$ cat src/design/timer2_params.svh
`ifndef TIMER2_PARAMS_SVH
`define TIMER2_PARAMS_SVH

// ==========================================================================
// Register byte offsets
`define T2_OFS_CTRL_A      12'h0B0
`define T2_OFS_CTRL_B      12'h0B4
`define T2_OFS_COUNT       12'h0B8
`define T2_OFS_CMP_A       12'h0BC
`define T2_OFS_CMP_B       12'h0C0
`define T2_OFS_STATUS      12'h0C4
`define T2_OFS_GENERAL     12'h0C8
`define T2_OFS_FLAGS       12'h0CC

// ==========================================================================
// Reset values and counter limits
`define T2_RST_BYTE        8'h00
`define T2_RST_WORD        32'h0000_0000
`define T2_MAX             8'hFF
`define T2_BOTTOM          8'h00

// ==========================================================================
// Field positions
`define T2_COM_A_HI        7
`define T2_COM_A_LO        6
`define T2_WAVE_BIT2       3
`define T2_CS_HI           2
`define T2_ST_ASYNC        5
`define T2_ST_CNT_BUSY     4
`define T2_ST_CMPA_BUSY    3
`define T2_ST_CMPB_BUSY    2
`define T2_ST_CTLA_BUSY    1
`define T2_ST_CTLB_BUSY    0
`define T2_GEN_PRE_RESET   1
`define T2_FLAG_OVF        0
`define T2_FLAG_MATCH_A    1
`define T2_FLAG_MATCH_B    2

// ==========================================================================
// Timing counts
`define T2_COMMIT_EDGES    2
`define T2_FLAG_SYNC_STAGES 3

`endif

$ cat src/design/timer2_pkg.sv
package timer2_pkg;

    typedef logic [7:0] byte_t;

    typedef enum logic [2:0] {
        WAVE_NORMAL,
        WAVE_PC_FF,
        WAVE_CTC,
        WAVE_FAST_FF,
        WAVE_RSVD4,
        WAVE_PC_A,
        WAVE_RSVD6,
        WAVE_FAST_A
    } wave_mode_t;

    typedef enum logic [2:0] {
        CS_STOP,
        CS_DIV1,
        CS_DIV8,
        CS_DIV32,
        CS_DIV64,
        CS_DIV128,
        CS_DIV256,
        CS_DIV1024
    } clock_select_t;

endpackage

$ cat src/design/timer2_hold_reg.sv
`timescale 1ns/1ns
`default_nettype none
`include "timer2_params.svh"

module timer2_hold_reg #(
    parameter int W = 8
) (
    // Clock and reset.
    input  wire logic         pclk,
    input  wire logic         presetn,
    // Processor side.
    input  wire logic         wr_en,
    input  wire logic [W-1:0] wr_data,
    // Timer source side.
    input  wire logic         async_mode,
    input  wire logic         osc_edge,
    // Commit towards the destination.
    output logic              commit,
    output logic [W-1:0]      commit_data,
    output logic              busy
);

    logic [W-1:0] held;
    logic [1:0]   edges;

    // A write in the commit cycle restarts the transfer, so the newer value wins.
    assign commit      = async_mode ? (busy && osc_edge && (edges == 2'(`T2_COMMIT_EDGES - 1))
                                       && !wr_en) : wr_en;
    assign commit_data = async_mode ? held : wr_data;

    always_ff @(posedge pclk or negedge presetn) begin
        if (!presetn) begin
            held  <= '0;
            busy  <= 1'b0;
            edges <= 2'h0;
        end else if (wr_en) begin
            held  <= wr_data;
            busy  <= async_mode;
            edges <= 2'h0;
        end else if (!async_mode) begin
            busy  <= 1'b0;
            edges <= 2'h0;
        end else if (busy && osc_edge) begin
            busy  <= (edges != 2'(`T2_COMMIT_EDGES - 1));
            edges <= edges + 2'h1;
        end
    end

endmodule

`default_nettype wire

$ cat src/design/timer2_prescaler.sv
`timescale 1ns/1ns
`default_nettype none
`include "timer2_params.svh"

module timer2_prescaler (
    // Clock and reset.
    input  wire logic       pclk,
    input  wire logic       presetn,
    // Source and control.
    input  wire logic       src_tick,
    input  wire logic       clear,
    input  wire logic [2:0] select,
    // Timer enable.
    output logic            timer_tick
);

    logic [9:0] div;
    wire        sel_stop = (select == timer2_pkg::CS_STOP);
    wire        sel_1    = (select == timer2_pkg::CS_DIV1);
    wire        sel_8    = (select == timer2_pkg::CS_DIV8);
    wire        sel_32   = (select == timer2_pkg::CS_DIV32);
    wire        sel_64   = (select == timer2_pkg::CS_DIV64);
    wire        sel_128  = (select == timer2_pkg::CS_DIV128);
    wire        sel_256  = (select == timer2_pkg::CS_DIV256);
    wire        wrap     = sel_1 ? 1'b1 :
                           sel_8 ? &div[2:0] :
                           sel_32 ? &div[4:0] :
                           sel_64 ? &div[5:0] :
                           sel_128 ? &div[6:0] :
                           sel_256 ? &div[7:0] : &div[9:0];

    assign timer_tick = src_tick && !sel_stop && wrap;

    always_ff @(posedge pclk or negedge presetn) begin
        if (!presetn) begin
            div <= 10'h000;
        end else if (clear) begin
            div <= 10'h000;
        end else if (src_tick) begin
            div <= div + 10'h001;
        end
    end

endmodule

`default_nettype wire

$ cat src/design/async_timer2.sv
// Overview of operation
// - Async writes commit after two oscillator edges.
// - Five registers each own holding register.
// - Busy flag per register; no rewrite while busy.
// - Pending counter/compare write suppresses match.
// - Oscillator runs except deepest sleep modes.
// - Wake-up starts on next timer clock.
// - Counter read via register updated per edge.
// - Flag sync: three processor plus timer cycle.
// - Compare pin changes on timer clock.
// - Source defaults internal; select detaches pins.
// - Prescaler: 1,8,32,64,128,256,1024, stop.
// - Prescaler reset bit clears prescaler phase.
// - Nonzero output mode overrides port pin.
// - Non-PWM modes: off, toggle, clear, set.
// - Fast PWM: match and bottom actions.
// - Fast PWM compare equals top: bottom only.
// - Phase correct: up/down match actions.
// - Phase correct compare equals top: act at top.
// - Wave mode selects counting sequence and top.
// - Clock select field maps stop and divisions.
// - Fast PWM counts to top then zero.
// - Phase correct reverses at top and bottom, no hold.
//
// The APB slave port is this design's own decision.
`timescale 1ns/1ns
`default_nettype none
`include "timer2_params.svh"

module async_timer2 (
    // Clock and reset.
    input  wire logic        pclk,
    input  wire logic        presetn,
    // APB slave.
    input  wire logic        psel,
    input  wire logic        penable,
    input  wire logic        pwrite,
    input  wire logic [11:0] paddr,
    input  wire logic [31:0] pwdata,
    output logic      [31:0] prdata,
    output logic             pready,
    output logic             pslverr,
    // Oscillator and power.
    input  wire logic        osc_in_pin,
    input  wire logic        sleep_active,
    input  wire logic        deep_sleep,
    output logic             osc_run,
    output logic             osc_pins_detached,
    output logic             wake_request,
    // Channel A output.
    output logic             chan_a_compare_pin,
    output logic             chan_a_pin_override
);

    // ======================================================================
    // Bus decode
    wire access_wr   = psel && penable && pwrite;
    wire hit_ctrl_a  = (paddr == `T2_OFS_CTRL_A);
    wire hit_ctrl_b  = (paddr == `T2_OFS_CTRL_B);
    wire hit_count   = (paddr == `T2_OFS_COUNT);
    wire hit_cmp_a   = (paddr == `T2_OFS_CMP_A);
    wire hit_cmp_b   = (paddr == `T2_OFS_CMP_B);
    wire hit_status  = (paddr == `T2_OFS_STATUS);
    wire hit_general = (paddr == `T2_OFS_GENERAL);
    wire hit_flags   = (paddr == `T2_OFS_FLAGS);
    wire addr_hit    = hit_ctrl_a || hit_ctrl_b || hit_count || hit_cmp_a || hit_cmp_b
                       || hit_status || hit_general || hit_flags;
    wire wr_ctrl_a   = access_wr && hit_ctrl_a;
    wire wr_ctrl_b   = access_wr && hit_ctrl_b;
    wire wr_count    = access_wr && hit_count;
    wire wr_cmp_a    = access_wr && hit_cmp_a;
    wire wr_cmp_b    = access_wr && hit_cmp_b;
    wire wr_status   = access_wr && hit_status;
    wire wr_general  = access_wr && hit_general;
    wire wr_flags    = access_wr && hit_flags;
    wire timer2_pkg::byte_t wbyte = pwdata[7:0];

    assign pready  = 1'b1;
    assign pslverr = psel && penable && !addr_hit;

    // ======================================================================
    // Registers and state
    timer2_pkg::byte_t timer2_control_a;
    timer2_pkg::byte_t timer2_control_b;
    timer2_pkg::byte_t count_value;
    timer2_pkg::byte_t compare_value_a;
    timer2_pkg::byte_t compare_value_b;
    timer2_pkg::byte_t count_readback;
    logic              async_clock_select;
    logic              count_up;
    logic              oc_a;
    logic [2:0]        flags;
    logic [2:0]        flag_d1;
    logic [2:0]        flag_d2;
    logic [2:0]        flag_d3;
    logic              wake_pending;
    logic              osc_s1;
    logic              osc_s2;
    logic              osc_s3;

    // ======================================================================
    // Oscillator edge detection
    // The first stage feeds only the second; the edge is taken after that.
    wire osc_edge = osc_s2 && !osc_s3;
    wire src_tick = async_clock_select ? osc_edge : 1'b1;

    always_ff @(posedge pclk or negedge presetn) begin
        if (!presetn) begin
            osc_s1 <= 1'b0;
            osc_s2 <= 1'b0;
            osc_s3 <= 1'b0;
        end else begin
            osc_s1 <= osc_in_pin;
            osc_s2 <= osc_s1;
            osc_s3 <= osc_s2;
        end
    end

    // ======================================================================
    // Holding registers
    logic              cnt_commit;
    logic              cmpa_commit;
    logic              cmpb_commit;
    logic              ctla_commit;
    logic              ctlb_commit;
    timer2_pkg::byte_t cnt_data;
    timer2_pkg::byte_t cmpa_data;
    timer2_pkg::byte_t cmpb_data;
    timer2_pkg::byte_t ctla_data;
    timer2_pkg::byte_t ctlb_data;
    logic              cnt_busy;
    logic              cmpa_busy;
    logic              cmpb_busy;
    logic              ctla_busy;
    logic              ctlb_busy;

    // Each register has its own handshake so values move across whole.
    timer2_hold_reg #(.W(8)) u_hold_count (
        .pclk        (pclk),
        .presetn     (presetn),
        .wr_en       (wr_count),
        .wr_data     (wbyte),
        .async_mode  (async_clock_select),
        .osc_edge    (osc_edge),
        .commit      (cnt_commit),
        .commit_data (cnt_data),
        .busy        (cnt_busy)
    );

    timer2_hold_reg #(.W(8)) u_hold_cmp_a (
        .pclk        (pclk),
        .presetn     (presetn),
        .wr_en       (wr_cmp_a),
        .wr_data     (wbyte),
        .async_mode  (async_clock_select),
        .osc_edge    (osc_edge),
        .commit      (cmpa_commit),
        .commit_data (cmpa_data),
        .busy        (cmpa_busy)
    );

    timer2_hold_reg #(.W(8)) u_hold_cmp_b (
        .pclk        (pclk),
        .presetn     (presetn),
        .wr_en       (wr_cmp_b),
        .wr_data     (wbyte),
        .async_mode  (async_clock_select),
        .osc_edge    (osc_edge),
        .commit      (cmpb_commit),
        .commit_data (cmpb_data),
        .busy        (cmpb_busy)
    );

    timer2_hold_reg #(.W(8)) u_hold_ctrl_a (
        .pclk        (pclk),
        .presetn     (presetn),
        .wr_en       (wr_ctrl_a),
        .wr_data     (wbyte),
        .async_mode  (async_clock_select),
        .osc_edge    (osc_edge),
        .commit      (ctla_commit),
        .commit_data (ctla_data),
        .busy        (ctla_busy)
    );

    timer2_hold_reg #(.W(8)) u_hold_ctrl_b (
        .pclk        (pclk),
        .presetn     (presetn),
        .wr_en       (wr_ctrl_b),
        .wr_data     (wbyte),
        .async_mode  (async_clock_select),
        .osc_edge    (osc_edge),
        .commit      (ctlb_commit),
        .commit_data (ctlb_data),
        .busy        (ctlb_busy)
    );

    // ======================================================================
    // Prescaler
    logic timer_tick;

    timer2_prescaler u_prescaler (
        .pclk       (pclk),
        .presetn    (presetn),
        .src_tick   (src_tick),
        .clear      (wr_general && pwdata[`T2_GEN_PRE_RESET]),
        .select     (timer2_control_b[`T2_CS_HI:0]),
        .timer_tick (timer_tick)
    );

    // ======================================================================
    // Counting sequence
    wire timer2_pkg::wave_mode_t wave =
        timer2_pkg::wave_mode_t'({timer2_control_b[`T2_WAVE_BIT2], timer2_control_a[1:0]});
    wire       is_pc      = (wave == timer2_pkg::WAVE_PC_FF) || (wave == timer2_pkg::WAVE_PC_A);
    wire       is_fast    = (wave == timer2_pkg::WAVE_FAST_FF)
                            || (wave == timer2_pkg::WAVE_FAST_A);
    wire       top_from_a = (wave == timer2_pkg::WAVE_CTC) || (wave == timer2_pkg::WAVE_PC_A)
                            || (wave == timer2_pkg::WAVE_FAST_A);
    wire timer2_pkg::byte_t top = top_from_a ? compare_value_a : `T2_MAX;
    wire       at_top     = (count_value == top);
    wire       at_bottom  = (count_value == `T2_BOTTOM);
    // A pending counter or compare write blocks the match until it lands.
    wire       match_a    = timer_tick && (count_value == compare_value_a)
                            && !cnt_busy && !cmpa_busy;
    wire       match_b    = timer_tick && (count_value == compare_value_b)
                            && !cnt_busy && !cmpb_busy;
    wire       overflow   = timer_tick && (is_pc ? (at_bottom && !count_up) :
                                           is_fast ? at_top : (count_value == `T2_MAX));

    timer2_pkg::byte_t next_count;
    logic              next_up;

    always_comb begin
        next_count = count_value;
        next_up    = count_up;
        if (is_pc) begin
            if (count_up) begin
                next_up    = !at_top;
                next_count = at_top ? count_value - 8'h01 : count_value + 8'h01;
            end else begin
                next_up    = at_bottom;
                next_count = at_bottom ? count_value + 8'h01 : count_value - 8'h01;
            end
        end else begin
            next_count = at_top ? `T2_BOTTOM : count_value + 8'h01;
        end
    end

    // ======================================================================
    // Channel A waveform
    wire [1:0] com_a    = timer2_control_a[`T2_COM_A_HI:`T2_COM_A_LO];
    wire       special  = (compare_value_a == top) && com_a[1];
    wire       toggle_a = (com_a == 2'h1);
    logic      next_oc;

    always_comb begin
        next_oc = oc_a;
        if (is_fast) begin
            if (at_top && timer_tick && com_a[1]) begin
                next_oc = !com_a[0];
            end else if (match_a && !special) begin
                if (toggle_a && wave[2]) begin
                    next_oc = !oc_a;
                end else if (com_a[1]) begin
                    next_oc = com_a[0];
                end
            end
        end else if (is_pc) begin
            if (special && at_top && count_up && timer_tick) begin
                next_oc = !com_a[0];
            end else if (match_a && !special) begin
                if (toggle_a && wave[2]) begin
                    next_oc = !oc_a;
                end else if (com_a[1]) begin
                    next_oc = count_up ? com_a[0] : !com_a[0];
                end
            end
        end else if (match_a) begin
            if (toggle_a) begin
                next_oc = !oc_a;
            end else if (com_a[1]) begin
                next_oc = com_a[0];
            end
        end
    end

    // The pin follows the timer tick directly, never a processor-side copy.
    assign chan_a_compare_pin  = oc_a;
    assign chan_a_pin_override = |com_a;
    assign osc_pins_detached   = async_clock_select;
    // Only the deepest sleep states stop the crystal.
    assign osc_run             = async_clock_select && !deep_sleep;

    // ======================================================================
    // Timer state
    always_ff @(posedge pclk or negedge presetn) begin
        if (!presetn) begin
            count_value <= `T2_RST_BYTE;
            count_up    <= 1'b1;
            oc_a        <= 1'b0;
        end else begin
            if (cnt_commit) begin
                count_value <= cnt_data;
            end else if (timer_tick) begin
                count_value <= next_count;
                count_up    <= next_up;
            end
            oc_a <= next_oc;
        end
    end

    always_ff @(posedge pclk or negedge presetn) begin
        if (!presetn) begin
            timer2_control_a   <= `T2_RST_BYTE;
            timer2_control_b   <= `T2_RST_BYTE;
            compare_value_a    <= `T2_RST_BYTE;
            compare_value_b    <= `T2_RST_BYTE;
            async_clock_select <= 1'b0;
        end else begin
            if (ctla_commit) timer2_control_a <= ctla_data;
            if (ctlb_commit) timer2_control_b <= ctlb_data;
            if (cmpa_commit) compare_value_a  <= cmpa_data;
            if (cmpb_commit) compare_value_b  <= cmpb_data;
            if (wr_status)   async_clock_select <= pwdata[`T2_ST_ASYNC];
        end
    end

    // Readback refreshes only on source edges, so stale values persist after wake.
    always_ff @(posedge pclk or negedge presetn) begin
        if (!presetn) begin
            count_readback <= `T2_RST_BYTE;
        end else if (src_tick) begin
            count_readback <= count_value;
        end
    end

    // ======================================================================
    // Flags and wake
    wire [2:0] flag_evt = {match_b, match_a, overflow};
    wire [2:0] flag_set = async_clock_select ? flag_d3 : flag_evt;
    wire [2:0] flag_clr = wr_flags ? pwdata[2:0] : 3'h0;

    always_ff @(posedge pclk or negedge presetn) begin
        if (!presetn) begin
            flag_d1 <= 3'h0;
            flag_d2 <= 3'h0;
            flag_d3 <= 3'h0;
            flags   <= 3'h0;
        end else begin
            flag_d1 <= flag_evt;
            flag_d2 <= flag_d1;
            flag_d3 <= flag_d2;
            flags   <= (flags & ~flag_clr) | flag_set;
        end
    end

    // The wake request waits one timer source edge, so the counter has moved on.
    always_ff @(posedge pclk or negedge presetn) begin
        if (!presetn) begin
            wake_pending <= 1'b0;
            wake_request <= 1'b0;
        end else if (!sleep_active) begin
            wake_pending <= 1'b0;
            wake_request <= 1'b0;
        end else begin
            if (|flag_evt) begin
                wake_pending <= 1'b1;
            end else if (wake_pending && src_tick) begin
                wake_pending <= 1'b0;
                wake_request <= 1'b1;
            end
        end
    end

    // ======================================================================
    // Read data
    wire [7:0] status_byte = {2'b00, async_clock_select, cnt_busy, cmpa_busy, cmpb_busy,
                              ctla_busy, ctlb_busy};
    wire [7:0] rd_mux = hit_ctrl_a ? timer2_control_a :
                        hit_ctrl_b ? timer2_control_b :
                        hit_count  ? count_readback :
                        hit_cmp_a  ? compare_value_a :
                        hit_cmp_b  ? compare_value_b :
                        hit_status ? status_byte :
                        hit_flags  ? {5'h00, flags} : 8'h00;

    always_ff @(posedge pclk or negedge presetn) begin
        if (!presetn) begin
            prdata <= `T2_RST_WORD;
        end else if (psel && !penable) begin
            prdata <= {24'h000000, rd_mux};
        end
    end

endmodule

`default_nettype wire

$ cat config.mk
export PLATFORM = sky130hd
export DESIGN_NAME = async_timer2
export DESIGN_NICKNAME = d
export VERILOG_FILES = /design/src/design/timer2_pkg.sv /design/src/design/timer2_hold_reg.sv /design/src/design/timer2_prescaler.sv /design/src/design/async_timer2.sv
export VERILOG_INCLUDE_DIRS = /design/src /design/src/design
export SDC_FILE = /design/constraint.sdc
export NUM_CORES = 1
export LEC_CHECK = 0
export BUFFER_PORTS_ARGS = -buffer_cell sky130_fd_sc_hd__buf_4
export CAP_MARGIN = 25
export CORE_UTILIZATION = 59
export CTS_CLUSTER_DIAMETER = 100
export CTS_CLUSTER_SIZE = 25
export DETAILED_ROUTE_END_ITERATION = 12
export PLACE_DENSITY = 0.8
export SLEW_MARGIN = 20
export SYNTH_ARGS = -nofsm -noshare
export SYNTH_HDL_FRONTEND = slang
export SYNTH_HIERARCHICAL = 1
export SYNTH_SLANG_ARGS = --single-unit
$ cat constraint.sdc
create_clock -name pclk -period 4.1 [get_ports pclk]
set_input_delay 0.205 -clock pclk [delete_from_list [all_inputs] [get_ports pclk]]
set_output_delay 0.205 -clock pclk [all_outputs]
set_load 0.02 [all_outputs]
# Yosys cells after proc, flatten, opt, wreduce, memory -nomap -nowiden

Index checks and enable logic that the tools add are counted.

Register bits: 141
Bits in latches: 0
Memory bits (writable): 0
Bits in read-only memories: 0
Word-level logic and storage cells: 275
Memories: 0

Add/sub/neg operators: 8
$mul: 0
Div/mod/pow operators: 0
$lt $le $gt $ge: 0
Eq/ne operators: 46
Shift-type cells: 0
Multiplexer cells: 88
Bitwise operators: 4
Reduce and logical (&&, ||, !) cells: 94

Operators by type and width:

| kind                    | number |
|---|---|
| $mux W8                 | 18 |
| $eq A12 B8 Y1 const B   | 8 |
| $logic_and A1 B1 Y1     | 49 |
| $mux W1                 | 49 |
| $eq A8 B8 Y1            | 4 |
| $mux W2                 | 15 |
| $ne A3 B1 Y1 const B    | 7 |
| $mux W10                | 2 |
| $logic_not A1 Y1        | 18 |
| $eq A3 B3 Y1 const B    | 5 |
| $eq A2 B1 Y1 const B    | 6 |
| $eq A3 B2 Y1 const B    | 4 |
| $ne A2 B1 Y1 const B    | 6 |
| $logic_or A1 B1 Y1      | 11 |
| $add A10 B1 Y10 const B | 1 |
| $add A2 B1 Y2 const B   | 5 |
| $reduce_and A10 Y1      | 1 |
| $mux W3                 | 3 |
| $add A8 B1 Y8 const B   | 1 |
| $eq A8 B8 Y1 const B    | 1 |
| $logic_not A8 Y1        | 1 |
| $reduce_and A8 Y1       | 1 |
| $sub A8 B1 Y8 const B   | 1 |
| $reduce_and A7 Y1       | 1 |
| other kinds (19)        | 22 |

# Depth between registers and ports, before layout

Gate-level depths: netlist (run 1).

Depth after elaboration: 16
Gate-level depth with buffers: 14
Mapped depth without buffers: 12

# By module

Netlist (run 1), hierarchy kept.

By module, submodules not included:

| module           | times used | cells each | area an instance (um^2) |
|---|---|---|---|
| async_timer2     | 1          | 458        | 4514.3 |
| timer2_hold_reg  | 5          | 42         | 628.1 |
| timer2_prescaler | 1          | 60         | 586.8 |

# Worst setup path before layout (run 1)

OpenSTA, ideal clock, no wires.

Path kind: register -> register
Start point: register osc_s3
End point: register count_value[1]
Library setup time: 0.065 ns
Data arrival time: 3.562 ns
Data required time: 4.035 ns
Path slack: 0.474 ns
Cell stages (with the launch flop): 13
Clock period less this slack: 3.626 ns
Cell sequence: dfrtp_1 nor2b_1 nand2b_1 clkbuf_1 buf_4 nand4_1 nor2_1 a41o_1 clkbuf_1 inv_1 a21o_1 o32ai_1 mux2_2

Elaborated cells between the ends (all ways): 11
Classes of those cells: mux (3); reduce/logical (8)

RTL lines:

| item                                | RTL line               | RTL |
|---|---|---|
| start: declaration                  | async_timer2.sv:99     | `logic osc_s3;` |
| start signal: assignment            | async_timer2.sv:115    | `osc_s3 <= osc_s2;` |
| $logic_not A1 Y1                    | async_timer2.sv:104    | `wire osc_edge = osc_s2 && !osc_s3;` |
| $logic_and A1 B1 Y1                 | async_timer2.sv:104    |  |
| net osc_edge                        | async_timer2.sv:104    |  |
| $mux W1                             | async_timer2.sv:105    | `wire src_tick = async_clock_select ? osc_edge : 1'b1;` |
| net src_tick                        | async_timer2.sv:105    |  |
| $logic_and A1 B1 Y1 (2 in a row)    | timer2_prescaler.sv:32 | `assign timer_tick = src_tick && !sel_stop && wrap;` |
| net timer_tick                      | async_timer2.sv:200    | `logic timer_tick;` |
| $reduce_bool A2 Y1 (no source line) | --                     |  |
| end signal: assignment              | async_timer2.sv:299    | `` count_value <= `T2_RST_BYTE; `` |
| end signal: assignment              | async_timer2.sv:304    | `count_value <= cnt_data;` |
| end signal: assignment              | async_timer2.sv:306    | `count_value <= next_count;` |
| end: declaration                    | async_timer2.sv:85     | `timer2_pkg::byte_t count_value;` |

The timed path passes the listed nets, and every way through them passes these cells.
A chain may end at the register's enable or synchronous reset.

# Worst setup path after layout (run 1)

Start point: register osc_s2
End point: register oc_a (netlist: chan_a_compare_pin)

Word-level cells in the longest chain between the ends: 10
Elaborated cells between the ends (all ways): 20
Classes of those cells: eq/ne (3); mux (5); reduce/logical (12)

RTL lines:

| item                                                                 | RTL line                                 | RTL |
|---|---|---|
| start: declaration                                                   | async_timer2.sv:98                       | `logic osc_s2;` |
| start signal: assignment                                             | async_timer2.sv:114                      | `osc_s2 <= osc_s1;` |
| $logic_and A1 B1 Y1 *                                                | async_timer2.sv:104                      |  |
| net osc_edge                                                         | async_timer2.sv:104                      |  |
| $mux W1 *                                                            | async_timer2.sv:105                      |  |
| $logic_and A1 B1 Y1 * (2 in a row)                                   | timer2_prescaler.sv:32                   |  |
| net timer_tick                                                       | async_timer2.sv:200                      |  |
| $logic_and A1 B1 Y1                                                  | async_timer2.sv:224                      | `wire match_a = timer_tick && (count_value == compare_value_a)` |
| $logic_and A1 B1 Y1 (2 in a row)                                     | async_timer2.sv:225                      | `&& !cnt_busy && !cmpa_busy;` |
| $logic_and A1 B1 Y1                                                  | async_timer2.sv:262, async_timer2.sv:272 |  |
| $ne A4 B1 Y1 (no source line) / $ne A3 B1 Y1 (equally long branches) | --                                       |  |
| $reduce_and A4 Y1 (no source line)                                   | --                                       |  |
| end signal: assignment                                               | async_timer2.sv:309                      | `oc_a <= next_oc;` |
| end: declaration                                                     | async_timer2.sv:91                       | `logic oc_a;` |

Mark *: on every way through the listed nets, which the timed path passes. The rest lies on a longest branch.

==> results.toml, run 1 <==
[route]
viasPerCell = 6.370
drt-initial-drc-count = 523
avgRoutedWirePerCell_um = 21.22
vias = 6096
wirelength_mm = 20.31
drcViolationCount = 0
dr.pass1.iters = 5
drtAntennaViolNets = 0

[final_layout]
nNetsFinal = 830
syn_to_final_growth_pct = 10.69
diodes = 0
multi_input_area_sq_um = 4244
num-fill-cells = 999
final_cell_area_sq_um = 9123
layout.cells.non_filler = 957
drive_above_1_share_pct = 30.09
area.sequential_sq_um = 3531

[placed_design]
dpl.hpwl_mm = 13.97
post_dp_cell_area_sq_um = 8517
place_inst = 921
gp_routability_congestion = 0.9014
portBuffers = 41

[setup_path]
slowest_stage = "a41o_1"
endpoint = "chan_a_compare_pin"
crit_arrival_ns = 3.70
crit_start = "osc_s2"
crit_chain = "nor2b_2 > nand2b_1 > nand4_1 > nor2_1 > a41o_1 > nand2b_1 > nor3_1 > and3_1 > a22oi_1 > o211ai_1 > a31oi_1"
crit_buf_inv = 0
worst_r2r_startpoint = "osc_s2"
crit_family = "simple AND/OR/NAND/NOR gates"
worstSetupEndpointType = "flop"
crit_required_ns = 4.40
cp.depth = 11
r2r.worst_path.cells = 11
critPathKind = "flop to flop"
r2r-end = "chan_a_compare_pin"
cpPeakStageDelay_ns = 0.58
path_common_cell = "nand2b_1"
reg2reg_slack_ns = 0.70
critPathLaunchType = "flop"
critical_path.max_fanout = 13

[clock_tree]
clk_pin_slew_ns = 0.07
cts-resized-gates = 0
cts_buffer_depth = 2
cts-root-buf = "clkbuf_16"
postCtsHoldBufs = 3
cts_setup_buffers = 0
htreeDepth = 4
cts_tree = "done"
insertion_delay_ns = 0.43
cts_buffers = 17
clock_sinks = 141

[die]
initial_utilization_pct = 61.26
core_area_sq_um = 13450
num_rows = 42
ios = 91
fp.dieW_um = 120.2
dieHeight_um = 120.2
die-area_sq_um = 14450

[synthesis]
synth_top_area_share_pct = 42.51
synth-simple-area-share_pct = 12.21
synth_top_cell_by_area = "dfrtp_1"
synthMuxAreaShare_pct = 21.39
synth-compound-area-share_pct = 13.62
ys.flop_type = "dfrtp_1"
yosysSeqAreaShare_pct = 42.83
synth.ff_latch_count = 141
synth_top_family_by_area = "multiplexers"
async_reset_ff_share_pct = 100.0
syn_area_per_cell_sq_um = 11.32
yosys.area_share.xor_xnor_pct = 1.594
synthTopCellsByArea = "dfrtp_1 (43%), mux2_4 (15%), mux2_2 (5.6%), buf_4 (2.4%), a21oi_1 (1.7%)"
ys_top_cells_by_count = "dfrtp_1 (140), mux2_4 (80), mux2_2 (41)"
synth.most_common_cell = "dfrtp_1"
yosys_warnings = 6
netlist_area_sq_um = 8242
yosysUniqueCellTypes = 80
synth_cells = 728
synth_fa_ha_area_share_pct = 1.518
synth-edff-count = 0

[sta]
finalSetupTns_ns = 0
hold_viol_final = 0
setup_violations = 0
maxSlewHeadroom_pct = 33.15
period_share_pct = 82.94
fmax_ghz = 0.2941
post-route-min-period_ns = 3.401
fin_skew_ns = 0.01021
rsz0062_at_grt = "no"
worstMarginPinSlew_ns = 1.003
drv_slew = 0

[global_route]
antenna_found_initial = 0
grt_max_degree = 112
grt_pass1_wl_mm = 32.79
grt_overflow = 0
grt_pass1_vias = 6177
grt_util_all_layers_pct = 29.92

[power]
power_uw = 3245
vdd_drop_max_v = 0.0003337
power.leakage_uw = 0.004163
powerDensity_nw_per_um2 = 355.8

[outcome]
run_status = "finished clean"

[flow_run]
max_cap_violations = 0

[worst_hold_path]
hp-start = "pwdata[4]"
hp-class = "input pin to flop"
sequential cells by signal, summed over array words and instances, names as in the netlist, 3 cells and up:
name,flops
compare_value_a,8
compare_value_b,8
count_readback,8
count_value,8
flag_d1,3
flag_d2,3
flag_d3,3
flags,3
prdata,8
timer2_control_a,8
timer2_control_b,8
u_hold_cmp_a/held,8
u_hold_cmp_b/held,8
u_hold_count/held,8
u_hold_ctrl_a/held,8
u_hold_ctrl_b/held,8
u_prescaler/div,10
cell type report:
type / instances / area share [%]
multi-input combinational: 522 / 46.52
sequential: 141 / 38.71
timing repair buffer: 60 / 5.088
clock inverter: 14 / 1.385
inverter: 26 / 1.070
tap: 176 / 2.414
clock buffer: 18 / 4.814
where the power goes:
part	switching, uW	internal [uW]
Sequential	64.2	1450
Clock	651	810
Combinational	160	113
Total	875	2370
layer usage:
layer	vias up	GRT usage [%]	routed length, um
met5	-	0	0
met4	0	12.03	499
met3	43	7.217	1424
met2	274	48.67	9926
met1	3075	38.38	8456
li1	2704	-	-
cells in the final DEF, fill, tap and decap left out, types with 10 or more instances in the layout:
cell type	instances
o21ai_0	18
ha_1	10
a31oi_1	13
nor2_1	34
clkbuf_16	17
inv_1	26
conb_1	25
buf_4	56
nor2b_1	14
mux2_2	41
a21oi_1	28
dfrtp_1	139
nand2b_1	16
mux2i_1	10
mux2_4	80
a22oi_1	10
nand2_1	34
nand3_1	15
worst min path at each step:
stage / cells past startpoint / to / slack [ns]
floorplan: 0 / chan_a_compare_pin / -0.09
global placement: 1 / osc_s1 / 0.32
detailed placement: 1 / osc_s1 / 0.32
CTS: 2 / u_hold_ctrl_a/held[7] / 0.14
global route: 2 / u_hold_cmp_b/held[7] / 0.15
finish: 2 / u_hold_cmp_b/held[4] / 0.17
worst reg2reg max path: stages, from the launching register on:
cell	delay, ns
dfrtp_1	0.35
nor2b_2	0.15
nand2b_1	0.51
nand4_1	0.28
nor2_1	0.16
a41o_1	0.58
nand2b_1	0.20
nor3_1	0.16
and3_1	0.40
a22oi_1	0.18
o211ai_1	0.22
a31oi_1	0.07
cells by family (layout without fill, tap and decap cells):
logic type	Yosys count	after routing
AOI/OAI and AO/OA	157	157
adders and majority gates	10	10
muxes	131	131
buffers and inverters	88	118
xor gates and xnor gates	15	15
DFF	141	141
and+or+nand+nor	184	184
other	2	25
through the flow:
step / hold slack, ns / setup slack (ns) / utilization [%]
2_1_floorplan: -0.09059 / 0.4736 / -
3_3_place_gp: 0.3204 / 0.8499 / 63.31
3_5_place_dp: 0.3159 / 0.7704 / 63.31
4_1_cts: 0.1413 / 0.7597 / 67.74
5_1_grt: 0.1478 / 0.4960 / 67.81
6_report: 0.1658 / 0.6995 / 67.81
Note: power is estimated with default switching activity, not from simulation.
==> inputs of run 2 (changes only) <==
--- a/config.mk
+++ b/config.mk
@@ -8,11 +8,11 @@
 export LEC_CHECK = 0
 export BUFFER_PORTS_ARGS = -buffer_cell sky130_fd_sc_hd__buf_4
 export CAP_MARGIN = 25
-export CORE_UTILIZATION = 59
+export CORE_UTILIZATION = 54
 export CTS_CLUSTER_DIAMETER = 100
 export CTS_CLUSTER_SIZE = 25
 export DETAILED_ROUTE_END_ITERATION = 12
-export PLACE_DENSITY = 0.8
+export PLACE_DENSITY = 0.77
 export SLEW_MARGIN = 20
 export SYNTH_ARGS = -nofsm -noshare
 export SYNTH_HDL_FRONTEND = slang
==> constraint.sdc (replaced) <==
create_clock -name pclk -period 3.09 [get_ports pclk]
set_input_delay 0.1545 -clock pclk [delete_from_list [all_inputs] [get_ports pclk]]
set_output_delay 0.1545 -clock pclk [all_outputs]
set_load 0.02 [all_outputs]
==> run 2 against run 1 <==
Compared with the run above:
- the run now ends with DRC left
- wire length up 1.5%
- worst setup slack got worse by 0.46 ns
- first-iteration DRC count up 12%
- final cell count up 2.7%
- critical endpoint is now wake_request
- highest routed layer unchanged
==> results.toml, run 2 (synthesized netlist as in run 1, its figures left out) <==
[outcome]
run_status = "finished with violations"
violations = "DRC"

[final_layout]
multi_input_area_sq_um = 4268
mostFrequentLayoutCell = "dfrtp_1"
drive_above_1_share_pct = 32.04
num-fill-cells = 1108
fin_util_pct = 63.53
layout.cells.non_filler = 983
syn_to_final_growth_pct = 13.30
regMostFlops = "u_prescaler/div"
largest_register_ffs = 10
final_cell_mix = "dfrtp_1 (139), mux2_4 (80), buf_4 (73)"
final_cell_area_sq_um = 9338
nNetsFinal = 848
diodes = 0
area.sequential_sq_um = 3531

[die]
dieHeight_um = 125.5
num_rows = 44
initial_utilization_pct = 56.07
die-area_sq_um = 15760
core_area_sq_um = 14700
ios = 91
fp.dieW_um = 125.5

[setup_path]
crit_required_ns = 3.39
slowest_stage = "or4_1"
cpPeakStageDelay_ns = 0.50
path_common_cell = "o21ai_0"
critPathKind = "flop to flop"
crit_arrival_ns = 3.15
critical_path.max_fanout = 8
critPathLaunchType = "flop"
worstSetupEndpointType = "flop"
crit_chain = "inv_1 > ha_1 > nor3b_1 > nand3_1 > or4_1 > o21ai_0 > a21oi_1 > nor3_1 > buf_4 > o21ai_0"

[power]
pwr-share-clk_pct = 46.7
power_uw = 4449
p_comb_share_pct = 8.2
power.leakage_uw = 0.004271
internal_power_uw = 3335
vdd_drop_max_v = 0.0003923
seq_power_share_pct = 45.1
powerDensity_nw_per_um2 = 476.4
p_sw_uw = 1114
sw_frac_of_total_pct = 25.04

[placed_design]
post_dp_cell_area_sq_um = 8687
place_inst = 948
place_ws_ns = 0.1105
gp_routability_congestion = 0.9112
dpl.hpwl_mm = 14.47
portBuffers = 41

[sta]
worstMarginPinSlew_ns = 0.9387
maxSlewHeadroom_pct = 37.00
period_share_pct = 92.27
drv_slew = 0
post-route-min-period_ns = 2.851
setup_violations = 0
fmax_ghz = 0.3508
setup_slack_ns = 0.2390
fin_skew_ns = 0.008198
hold_viol_final = 0

[route]
wirelength_mm = 20.60
dr.pass1.iters = 9
viasPerCell = 6.176
avgRoutedWirePerCell_um = 20.96
met2_wirelength_mm = 9.955
drt-initial-drc-count = 587
vias = 6071
met1_length_mm = 9.155
highest_layer = "met4"
drcViolationCount = 4
drtAntennaViolNets = 0
wl_met3_mm = 1.190

[clock_tree]
clk_pin_slew_ns = 0.06
clock_sinks = 141
insertion_delay_ns = 0.42
cts_buffer_depth = 2
htreeDepth = 4
cts_tree = "done"
cts_buffers = 17
cts-root-buf = "clkbuf_16"

[worst_hold_path]
hp-class = "input pin to flop"

[global_route]
grt_pass1_wl_mm = 33.04
grt_util_all_layers_pct = 27.31
grt_max_degree = 98
antenna_found_initial = 0
grt_overflow = 0
grt_pass1_vias = 6056

[flow_run]
max_cap_violations = 0
## run 2: cell types whose count changed in the layout (fill, tap and decap cells not counted), moves of 2 or more
cell        previous run  this run
clkinvlp_4             2         5
inv_6                  6         2
bufinv_16              0         2
clkinv_4               3         0
buf_4                 56        73
## run 2: worst max-delay path, delay by kind of cell (launching register included)
family	cells	cell delay, ns
AO/OA/AOI/OAI	3	0.34
flip-flops	1	0.48
buffers and inverters	2	0.39
adder cells (fa/ha/maj)	1	0.21
AND/OR/NAND/NOR	4	1.32
## run 2: timing repair
item,4_1_cts,5_1_grt
setup buffers,0,0
gates resized for setup,0,5
setup endpoints to repair,0,1
hold buffers,3,0
hold endpoints to repair,47,0
## run 2: layer usage
metal | vias to the layer above | GRT usage (%)
met5 | - | 0
met4 | 0 | 8.895
met3 | 26 | 5.306
met2 | 234 | 43.89
met1 | 3082 | 37.15
li1 | 2729 | -
## run 2: through the flow
| stage | hold slack (ns) | setup TNS (ns) |
|---|---|---|
| 2_1_floorplan | -0.1411 | 0 |
| 3_5_place_dp | 0.1095 | 0 |
| 6_report | 0.09127 | 0 |
| 4_1_cts | 0.07677 | 0 |
| 5_1_grt | 0.07948 | -0.02610 |
| 3_3_place_gp | 0.1098 | 0 |
## run 2: area by class of cell
class	count	share of cell area, %
Timing Repair Buffer	78	6.526
Tap cell	184	2.465
Inverter	26	1.045
Clock inverter	11	1.407
Multi-Input combinational cell	522	45.71
Sequential cell	141	37.81
Clock buffer	21	5.038
## run 2: power groups by stage
stage	combinational, uW	clock (uW)	sequential (uW)
5_1_grt	401	2190	2020
3_3_place_gp	344	0	2030
2_1_floorplan	232	0	2020
4_1_cts	364	2110	2000
6_report	363	2080	2010
3_5_place_dp	361	0	2040
## run 2: worst paths after layout
kind / start / endpoint / slack [ns] / depth (start not counted)
hold / removal: pwdata[7] / u_hold_ctrl_a/held[7] / 0.09 / 2
setup / recovery: count_value[0] / wake_request / 0.24 / 10
hold reg to reg: flag_d2[2] / flag_d3[2] / 0.35 / 0
setup reg to reg: count_value[0] / wake_request / 0.24 / 10
min in group asynchronous: presetn / osc_s1 / 0.23 / 2
max in group asynchronous: presetn / count_readback[6] / 2.01 / 3
==> inputs of run 3 (changes only) <==
--- a/config.mk
+++ b/config.mk
@@ -12,7 +12,7 @@
 export CTS_CLUSTER_DIAMETER = 100
 export CTS_CLUSTER_SIZE = 25
 export DETAILED_ROUTE_END_ITERATION = 12
-export PLACE_DENSITY = 0.77
+export PLACE_DENSITY_LB_ADDON = 0.2
 export SLEW_MARGIN = 20
 export SYNTH_ARGS = -nofsm -noshare
 export SYNTH_HDL_FRONTEND = slang
==> run 3 against run 2 <==
Compared with the run above:
- the run still ends with DRC left
- die area unchanged
- clock power down 2%
- count of clock-buffer cells in the layout down 4
- register-to-register slack worse by 0.04 ns
- non-clock buffer count up 6
- largest power group unchanged
==> results.toml, run 3 (synthesized netlist as in run 1, its figures left out) <==
[outcome]
run_status = "finished with violations"
violations = "DRC"

[sta]
worst_hold_slack_ns = 0.08819
finalSetupTns_ns = 0
fmax_ghz = 0.3462
setup_violations = 0
maxSlewHeadroom_pct = 34.45
rsz0062_at_grt = "no"
fin_skew_ns = 0.01009
hold_viol_final = 0
setup_slack_ns = 0.2017
drv_slew = 0
period_share_pct = 93.47
post-route-min-period_ns = 2.888
worstMarginPinSlew_ns = 0.9832

[power]
sw_frac_of_total_pct = 27.22
pwr-share-clk_pct = 46.3
power.leakage_uw = 0.004298
p_sw_uw = 1202
powerDensity_nw_per_um2 = 472.5
vdd_drop_max_v = 0.0005165
internal_power_uw = 3213
seq_power_share_pct = 45.4
p_comb_share_pct = 8.3
power_uw = 4415

[placed_design]
post_dp_cell_area_sq_um = 8732
dpl.hpwl_mm = 14.52
place_ws_ns = 0.2015
gp_routability_congestion = 0.8975
portBuffers = 41

[clock_tree]
insertion_delay_ns = 0.43
clk_pin_slew_ns = 0.07
cts_setup_buffers = 0
cts_tree = "done"
cts-root-buf = "clkbuf_16"
cts_buffer_depth = 2
clock_sinks = 141
htreeDepth = 4
cts_buffers = 17

[setup_path]
endpoint = "wake_request"
critPathKind = "flop to flop"
critical_path.max_fanout = 5
reg2reg_slack_ns = 0.20
crit_arrival_ns = 3.20
worst_r2r_startpoint = "count_value[1]"
crit_start = "count_value[1]"
crit_required_ns = 3.40
critPathLaunchType = "flop"
worstSetupEndpointType = "flop"
r2r.worst_path.cells = 10
r2r-end = "wake_request"

[die]
core_area_sq_um = 14700
dieHeight_um = 125.5
die-area_sq_um = 15760
initial_utilization_pct = 56.07
fp.dieW_um = 125.5
ios = 91
num_rows = 44

[final_layout]
largest_register_ffs = 10
mostFrequentLayoutCell = "dfrtp_1"
nNetsFinal = 854
final_cell_area_sq_um = 9344
diodes = 0
final_cell_mix = "dfrtp_1 (139), mux2_4 (80), buf_4 (79)"
syn_to_final_growth_pct = 13.37
drive_above_1_share_pct = 32.30
regMostFlops = "u_prescaler/div"

[route]
dr.pass1.iters = 9
viasPerCell = 6.104
wirelength_mm = 20.58
drtAntennaViolNets = 0
vias = 6037
avgRoutedWirePerCell_um = 20.81
drcViolationCount = 6
drt-initial-drc-count = 530

[global_route]
grt_max_degree = 88
grt_util_all_layers_pct = 27.59
antenna_found_initial = 0
grt_pass1_wl_mm = 33.35
grt_overflow = 0
grt_pass1_vias = 6004

[worst_hold_path]
hp-class = "input pin to flop"
hp-start = "pwdata[4]"

[flow_run]
max_cap_violations = 0
[run 3: cell count changes in the layout (fill, tap and decap cells not counted), sizes merged]
| cell | change |
|---|---|
| buf | +6 |
| bufinv | -1 |
| clkbuf | -4 |
| clkinv | +3 |
| clkinvlp | -3 |
| inv | +5 |
[run 3: cell type report]
cell class | count | area (sq um)
clock buffer | 17 | 425.4
multi-input combinational | 522 | 4250
sequential | 141 | 3531
inverter | 26 | 97.59
timing repair buffer | 84 | 654.4
clock inverter | 15 | 155.1
fill | 1141 | 5355
tap | 184 | 230.2
[run 3: worst min-delay path by stage]
stage | to | slack, ns | cells past startpoint
4_1_cts | u_hold_cmp_a/held[3] | 0.08 | 2
5_1_grt | u_hold_count/held[7] | 0.08 | 2
3_3_place_gp | osc_s1 | 0.26 | 1
6_report | u_hold_ctrl_b/held[4] | 0.09 | 2
3_5_place_dp | osc_s1 | 0.27 | 1
2_1_floorplan | chan_a_compare_pin | -0.14 | 0
[run 3: per-layer routing]
layer	GRT usage (%)	part of all wire (%)	vias to the layer above
met5	0	0	-
met4	9.469	2.2	0
met3	5.220	4.6	35
met2	44.22	48	200
met1	37.56	46	3055
li1	-	-	2747
[run 3: critical path, cell delays in order (launching register included)]
cell	delay [ns]
dfrtp_1	0.40
inv_1	0.17
ha_1	0.23
nor3b_1	0.38
nand3_1	0.25
or4_1	0.56
o21ai_0	0.18
a21oi_1	0.06
nor3_1	0.27
buf_4	0.20
o21ai_0	0.08
[run 3: through the flow]
step | util [%] | instances
detailed placement | 59.41 | 954
global route | 63.57 | 989
floorplan | - | 751
finish | 63.57 | 989
CTS | 63.56 | 989
global placement | 59.41 | 954
[run 3: what timing repair did]
| item | 4_1_cts | 5_1_grt |
|---|---|---|
| hold buffers | 3 | 0 |
| setup endpoints to repair | 0 | 1 |
| resized for setup | 0 | 1 |
| endpoints found under the hold margin | 88 | 0 |
[run 3: power groups by stage]
stage	clock network, uW	registers (uW)	logic (uW)
final	2040	2000	368
after CTS	2060	2000	371
after detailed placement	0	2040	365
after floorplan	0	2020	232
after global routing	2150	2020	412
after global placement	0	2030	351
